File: config.mk
export PLATFORM = sky130hd
export DESIGN_NAME = fault_irq_ctrl
export DESIGN_NICKNAME = d
export VERILOG_FILES = /design/src/pkg/fault_irq_pkg.sv /design/src/verilog/fault_irq_ctrl.sv /design/src/verilog/fault_pair_cell.sv
export SDC_FILE = /design/constraint.sdc
export NUM_CORES = 1
export LEC_CHECK = 0
export BUFFER_PORTS_ARGS = -buffer_cell sky130_fd_sc_hd__buf_2
export CORE_AREA = 2 2 71 56
export DETAILED_ROUTE_END_ITERATION = 8
export DIE_AREA = 0 0 73 58
export MAX_ROUTING_LAYER = met4
export PLACE_DENSITY = 0.76
export SYNTH_ARGS = -nofsm -noshare
export SYNTH_HDL_FRONTEND = slang
export SYNTH_HIERARCHICAL = 1
export SYNTH_SLANG_ARGS = --single-unit
File: constraint.sdc
create_clock -name clock -period 1.4 [get_ports clock]
set_input_delay 0.28 -clock clock [delete_from_list [all_inputs] [get_ports clock]]
set_output_delay 0.28 -clock clock [all_outputs]
set_load 0.01 [all_outputs]
File: src/pkg/fault_irq_pkg.sv
// constants for the fault interrupt enable and supply fault status block
package fault_irq_pkg;

	// ****************************************************************
	// bus geometry
	// ****************************************************************
	localparam int ADDR_W     = 8;
	localparam int DATA_W     = 16;
	localparam int NUM_FAULTS = 8;

	// ****************************************************************
	// register offsets
	// ****************************************************************
	localparam logic [7:0] LED_FAULT_IRQ_ENABLES_OFS = 8'h0c;
	localparam logic [7:0] SUPPLY_FAULT_FLAGS_OFS    = 8'h0e;

	// ****************************************************************
	// reset values
	// ****************************************************************
	localparam logic [15:0] LED_FAULT_IRQ_ENABLES_RST = 16'h00aa;
	localparam logic [15:0] SUPPLY_FAULT_FLAGS_RST    = 16'h0000;
	localparam logic [7:0]  RSVD_RST                  = 8'h00;
	localparam logic        EN_RST                    = 1'b1;

	// ****************************************************************
	// two-bit enable codes
	// ****************************************************************
	localparam logic [1:0] EN_RD_OFF = 2'h0;
	localparam logic [1:0] EN_RD_ON  = 2'h2;
	localparam logic [1:0] EN_WR_OFF = 2'h1;
	localparam logic [1:0] EN_WR_ON  = 2'h3;

	// ****************************************************************
	// enable field positions (low bit of each pair) and reserved byte position
	// ****************************************************************
	localparam int GLOBAL_EN_POS = 6;
	localparam int I2C_EN_POS    = 4;
	localparam int STRING_EN_POS = 2;
	localparam int LED_EN_POS    = 0;
	localparam int RSVD_POS      = 8;

	// ****************************************************************
	// fault indices; status bit is 2*idx+1, ack bit is 2*idx
	// ****************************************************************
	localparam int CRC_FAULT_IDX        = 7;
	localparam int SYNC_LOSS_IDX        = 6;
	localparam int PUMP_FAULT_IDX       = 5;
	localparam int PUMP_CAP_MISSING_IDX = 4;
	localparam int INPUT_OVERCURR_IDX   = 3;
	localparam int CORE_UNDERVOLT_IDX   = 2;
	localparam int INPUT_OVERVOLT_IDX   = 1;
	localparam int INPUT_UNDERVOLT_IDX  = 0;

endpackage

File: src/verilog/fault_irq_ctrl.sv
// fault interrupt enables, supply fault flags and interrupt output
`timescale 1ns/1ns

//Function
// - enable reads 0h off, 2h on
// - write 1h disables, 3h enables
// - global enable bits 7-6, resets on
// - bus timeout enable bits 5-4, resets on
// - bad string enable bits 3-2, resets on
// - led fault enable bits 1-0, resets on
// - enable bits 15-8 reserved, reset zero
// - supply status at 0Eh resets zero
// - status bit reads one while latched
// - status plus ack together clears fault
// - crc fault bit 15, ack 14
// - sync loss bit 13, ack 12
// - pump fault bit 11, ack 10
// - pump cap missing bit 9, ack 8
// - input overcurrent bit 7, ack 6
// - core undervoltage bit 5, ack 4
// - input overvoltage bit 3, ack 2
// - input undervoltage bit 1, ack 0
module fault_irq_ctrl
	import fault_irq_pkg::*;
(
	input  wire logic                  clock,
	input  wire logic                  rst_n,
	input  wire logic [ADDR_W-1:0]     reg_addr,
	input  wire logic                  reg_wr,
	input  wire logic                  reg_rd,
	input  wire logic [DATA_W-1:0]     reg_wdata,
	input  wire logic [NUM_FAULTS-1:0] supply_fault_event,
	input  wire logic [NUM_FAULTS-1:0] supply_fault_en,
	input  wire logic                  i2c_timeout_pending,
	input  wire logic                  bad_string_pending,
	input  wire logic                  led_fault_pending,
	output logic [DATA_W-1:0]          reg_rdata,
	output logic                       reg_rvalid,
	output logic                       fault_irq,
	output logic [NUM_FAULTS-1:0]      fault_flags
);

	// ****************************************************************
	// helpers
	// ****************************************************************
	// lower bit qualifies the write, upper bit is the new state
	function automatic logic en_update(input logic cur, input logic [1:0] code);
		logic res;
		res = cur;
		if (code == EN_WR_ON) begin
			res = 1'b1;
		end else if (code == EN_WR_OFF) begin
			res = 1'b0;
		end
		return res;
	endfunction

	function automatic logic [1:0] en_read(input logic en);
		return en ? EN_RD_ON : EN_RD_OFF;
	endfunction

	function automatic logic [1:0] en_field(input logic [DATA_W-1:0] d, input int pos);
		return d[pos +: 2];
	endfunction

	// ****************************************************************
	// state
	// ****************************************************************
	typedef struct packed {
		logic [7:0]        rsvd;
		logic              glb_en;
		logic              i2c_en;
		logic              str_en;
		logic              led_en;
		logic [DATA_W-1:0] rdata;
		logic              rvalid;
		logic              irq;
	} ctl_state_t;

	ctl_state_t st_r;
	ctl_state_t st_nxt;

	logic                  wr_en_reg;
	logic                  wr_status;
	logic [NUM_FAULTS-1:0] pair_ack;
	logic [NUM_FAULTS-1:0] flags;
	logic [DATA_W-1:0]     en_image;
	logic [DATA_W-1:0]     status_image;
	logic                  pending;

	assign wr_en_reg = reg_wr && (reg_addr == LED_FAULT_IRQ_ENABLES_OFS);
	assign wr_status = reg_wr && (reg_addr == SUPPLY_FAULT_FLAGS_OFS);

	// ****************************************************************
	// supply fault pairs
	// ****************************************************************
	// bit 2*i+1 is the flag, bit 2*i its ack; both must be one
	genvar gi;
	generate
		for (gi = 0; gi < NUM_FAULTS; gi++) begin : g_pair
			assign pair_ack[gi] = wr_status && reg_wdata[2*gi+1] && reg_wdata[2*gi];
			fault_pair_cell u_cell (
				.clock       (clock),
				.rst_n       (rst_n),
				.fault_event (supply_fault_event[gi]),
				.pair_ack    (pair_ack[gi]),
				.flag        (flags[gi])
			);
			assign status_image[2*gi+1] = flags[gi];
			assign status_image[2*gi]   = 1'b0;
		end
	endgenerate

	// index order places crc at 15, sync 13, pump 11, cap 9,
	// overcurrent 7, core uv 5, overvoltage 3, input uv 1

	assign fault_flags = flags;

	// ****************************************************************
	// read images
	// ****************************************************************
	always_comb begin
		en_image = '0;
		en_image[RSVD_POS +: 8]      = st_r.rsvd;
		en_image[GLOBAL_EN_POS +: 2] = en_read(st_r.glb_en);
		en_image[I2C_EN_POS +: 2]    = en_read(st_r.i2c_en);
		en_image[STRING_EN_POS +: 2] = en_read(st_r.str_en);
		en_image[LED_EN_POS +: 2]    = en_read(st_r.led_en);
	end

	// led side events arrive already latched from their own register
	assign pending = (|(flags & supply_fault_en))
		|| (i2c_timeout_pending && st_r.i2c_en)
		|| (bad_string_pending && st_r.str_en)
		|| (led_fault_pending && st_r.led_en);

	// ****************************************************************
	// next state
	// ****************************************************************
	always_comb begin
		st_nxt = st_r;
		st_nxt.rvalid = reg_rd;
		if (wr_en_reg) begin
			st_nxt.rsvd   = reg_wdata[RSVD_POS +: 8];
			st_nxt.glb_en = en_update(st_r.glb_en, en_field(reg_wdata, GLOBAL_EN_POS));
			st_nxt.i2c_en = en_update(st_r.i2c_en, en_field(reg_wdata, I2C_EN_POS));
			st_nxt.str_en = en_update(st_r.str_en, en_field(reg_wdata, STRING_EN_POS));
			st_nxt.led_en = en_update(st_r.led_en, en_field(reg_wdata, LED_EN_POS));
		end
		if (reg_rd) begin
			case (reg_addr)
				LED_FAULT_IRQ_ENABLES_OFS: begin
					st_nxt.rdata = en_image;
				end
				SUPPLY_FAULT_FLAGS_OFS: begin
					st_nxt.rdata = status_image;
				end
				default: begin
					st_nxt.rdata = '0;
				end
			endcase
		end
		st_nxt.irq = pending && st_r.glb_en;
	end

	always_ff @(posedge clock or negedge rst_n) begin
		if (!rst_n) begin
			st_r        <= '0;
			st_r.rsvd   <= RSVD_RST;
			st_r.glb_en <= EN_RST;
			st_r.i2c_en <= EN_RST;
			st_r.str_en <= EN_RST;
			st_r.led_en <= EN_RST;
		end else begin
			st_r <= st_nxt;
		end
	end

	assign reg_rdata  = st_r.rdata;
	assign reg_rvalid = st_r.rvalid;
	assign fault_irq  = st_r.irq;
endmodule

File: src/verilog/fault_pair_cell.sv
// one latched fault flag with its paired write-one acknowledge
`timescale 1ns/1ns

module fault_pair_cell
	import fault_irq_pkg::*;
(
	input  wire logic clock,
	input  wire logic rst_n,
	input  wire logic fault_event,
	input  wire logic pair_ack,
	output logic      flag
);

	// ****************************************************************
	// state
	// ****************************************************************
	typedef struct packed {
		logic flag;
	} cell_state_t;

	cell_state_t st_r;
	cell_state_t st_nxt;

	// event beats ack in the same cycle so no fault is lost
	always_comb begin
		st_nxt = st_r;
		if (fault_event) begin
			st_nxt.flag = 1'b1;
		end else if (pair_ack) begin
			st_nxt.flag = 1'b0;
		end
	end

	always_ff @(posedge clock or negedge rst_n) begin
		if (!rst_n) begin
			st_r <= '0;
		end else begin
			st_r <= st_nxt;
		end
	end

	assign flag = st_r.flag;
endmodule

==> metrics.md <==
| Metric | Value |
|---|---|
| Status | `finished with violations` |
| Failing checks | `setup timing` |
| CTS H-tree depth | `2` |
| Slew Viols, Final | `0` |
| Top cells by count, synth | `dfrtp_1 (30), inv_1 (11), and3_1 (9), mux2_2 (9)` |
| Asr flop ratio synth | `100.0%` |
| Share of layout cells above drive strength 1 | `51.94%` |
| CP cell instances | `buf_2, or4b_4, nor3_4, buf_4, mux2_2` |
| Switching pwr | `440.4 µW` |
| Leakage Power | `1.089 nW` |
| Filler cells | `291` |
| Avg Cell Area, Syn | `12.80 µm²` |
| Top cells by area, synth | `dfrtp_1 (48%), dfstp_2 (6.8%), mux2_2 (6.5%)` |
| Area growth, synth to finish | `36.75%` |
| Synth Flop Type | `dfrtp_1` |
| Setup ws final | `-0.01728 ns` |
| Seq pwr share | `52.3%` |
| Crit end category | `register` |
| Sink Count | `34` |
| Final nets | `252` |
| Num CTS Buffers | `5` |
| Area of the multi-input gates | `631.9 µm²` |
| Clock latency at the later pin of the worst-skew pair | `0.28 ns` |
| VDD IR-drop max | `0.5940 mV` |
| CP delay by family, top | `simple AND/OR/NAND/NOR gates` |
| Final Setup Violations | `8` |
| Maxcap violations | `0` |
| Count of cell types in the netlist | `27` |
| Clock transition at path regs | `0.07 ns` |
| Startpoint class of the critical path | `input port` |
| GRT Total Usage | `19.99%` |
| P_int | `1.494 mW` |
| Reg area | `855.8 µm²` |
| Vias after detailed routing | `1316` |
| Cell Pwr Density | `913.3 nW/µm²` |
| Global-route wire length before repair | `6113 µm` |
| Vias per inst | `5.306` |
| Top-count cell post-synth | `dfrtp_1` |
| Post-Place Worst Slack | `-0.3198 ns` |
| Final Hold Viols | `0` |
| Largest family of logic cells by synthesized area | `compound AO/OA/AOI/OAI gates` |
| Clock root buffer | `clkbuf_8` |
| Final ANT Viol Nets | `0` |
| Mux cell area share after synthesis | `13.89%` |
| Longest Clk Path Bufs | `2` |
| Combinational share of power | `9.6%` |
| Largest net degree at the start of global routing | `35` |
| Unrepaired setup endpoints after global routing | `yes` |
| Number of remaining DRC errors | `0` |
| Critical path required time | `1.57 ns` |
| Syn Inst Count | `121` |
| Pre-Repair DR Iteration Count | `4` |
| Crit. path cell count | `5` |
| Critical path class | `in2reg` |
| Yosys top cell by area | `dfrtp_1` |
| Clock Power Share | `38.1%` |
| Xor/xnor cell area share of the yosys netlist | `0%` |
| Maximum fanout along the worst path | `4` |
| Die Ht | `58 µm` |
| Synth Cell Area | `1549 µm²` |
| Worst hold-check path type | `in2async` |
| Compound-cell area share of the yosys netlist | `13.97%` |
| Worst path max stage delay | `0.55 ns` |
| IO Pins | `73` |
| Clock Skew | `0.001981 ns` |
| GPL Wtd Cong | `0.8210` |
| Initial core utilization | `43.73%` |
| Post-Synth Simple-Gate Area | `10.99%` |
| Detailed Route WL | `3869 µm` |
| Port-buffer cells | `68` |
| DRT iter0 DRCs | `91` |
| Die Wd | `73 µm` |
| Register area share after synthesis | `55.25%` |
| Synth Register Bits | `34` |
| Post-CTS setup repair buffer count | `0` |
| Slowest cell on the critical path | `or4b_4` |
| FMAX | `0.7056 GHz` |
| WP buf/inv | `2` |
| Diodes inserted | `0` |
| Synth warn | `6` |
| Synth Area in Adders | `0%` |
| Post-detail-place hpwl | `3098 µm` |
| WL/cell | `15.60 µm` |
| FP Rows | `19` |
| Core ar. | `3542 µm²` |
| FF-to-FF path depth | `3` |
| Vias in the first global route | `1326` |
| Die area | `4234 µm²` |
| CTS tree | `yes` |
| Initial antenna violation count | `0` |
| Final min period | `1.417 ns` |
| Fin crit share | `101.2%` |
| Post-cts repair resize count | `0` |
| Crit path DAT | `1.58 ns` |
| Switching Share | `22.77%` |
| Number of flops mapped to enable cells by yosys | `0` |
| Yosys top cell area share | `48.47%` |
| Final Core Density | `59.80%` |
| Overflow after GRT | `0` |
routing by layer:
layer / up-vias / track usage, % / wire length [µm]
met4: 0 / 5.820 / 65
li1: 606 / - / -
met1: 641 / 25.31 / 1720
met3: 8 / 6.609 / 295
met5: - / - / 0
met2: 61 / 30.76 / 1788
placed cells by master, fill, tap and decap left out:
master	count
buf_2	68
dfrtp_1	30
buf_4	14
inv_1	11
and3_1	9
mux2_2	9
mux2i_1	8
o2bb2ai_1	8
a21o_1	8
a22o_1	6
clkbuf_8	6
conb_1	4
dfstp_2	4
nand4b_1	3
mux2_1	3
a221oi_1	2
nor4bb_2	1
nor4b_2	1
a222oi_1	1
a31oi_1	1
nand4bb_1	1
or4b_4	1
nor4_1	1
or4b_1	1
nor3_1	1
or2_4	1
nor3_4	1
clkinv_2	1
clkbuf_1	1
path summary, 6_finish.rpt:
check | from | end | slack, ns
max | reg_addr[0] | en_image[10] | -0.02
min | rst_n | reg_rdata[13] | 0.02
max reg2reg | g_pair[0].u_cell/flag | fault_irq | 0.10
min reg2reg | reg_rdata[15] | reg_rdata[15] | 0.48
max in group asynchronous | rst_n | st_r[18] | 1.04
min in group clock | supply_fault_event[2] | g_pair[2].u_cell/flag | 0.17
power by group through the flow:
stage | Combinational, mW | Sequential, mW | Clock (mW)
6_report | 0.185 | 1.01 | 0.737
5_1_grt | 0.203 | 1.01 | 0.804
4_1_cts | 0.188 | 1.01 | 0.760
3_5_place_dp | 0.187 | 1.03 | 0
3_3_place_gp | 0.180 | 1.03 | 0
2_1_floorplan | 0.0727 | 1.03 | 0
timing repair:
| item | 4_1_cts | 5_1_grt |
|---|---|---|
| pin swaps | 0 | 0 |
| hold buffers | 0 | 0 |
| endpoints found under the setup margin | 3 | 9 |
flip-flops by register name, indices dropped and copies added, names as in the netlist:
signal              cells
reg_rdata              12
g_pair.u_cell/flag      8
st_r                    4
en_image                8
fault_irq               1
reg_rvalid              1
metrics by stage:
stage	hold slack (ns)	instances	power (mW)	instance area, µm²	setup TNS (ns)
2_1_floorplan	-0.01559	124	1.102	1588	-1.476
3_5_place_dp	0.3328	240	1.217	2027	-6.761
5_1_grt	0.04596	248	2.021	2118	-0.2220
6_report	0.02385	248	1.935	2118	-0.06620
4_1_cts	0.02768	248	1.960	2118	-0.01227
3_3_place_gp	0.3213	240	1.210	2027	-6.073
cell families after synthesis:
logic type	after synthesis
AOI/OAI and AO/OA	26
other	1
muxes	20
buffers and inverters	19
and+or+nand+nor	21
DFF	34
layout make-up:
| type | instances | share of cell area, % |
|---|---|---|
| well taps | 42 | 2.481 |
| clock buffers | 7 | 4.076 |
| flip-flops and latches | 34 | 40.40 |
| multi-input cells | 71 | 29.83 |
| repair buffers | 82 | 21.03 |
| inverters | 11 | 1.949 |
| clock inverters | 1 | 0.2363 |
(Power assumes the default switching activity.)
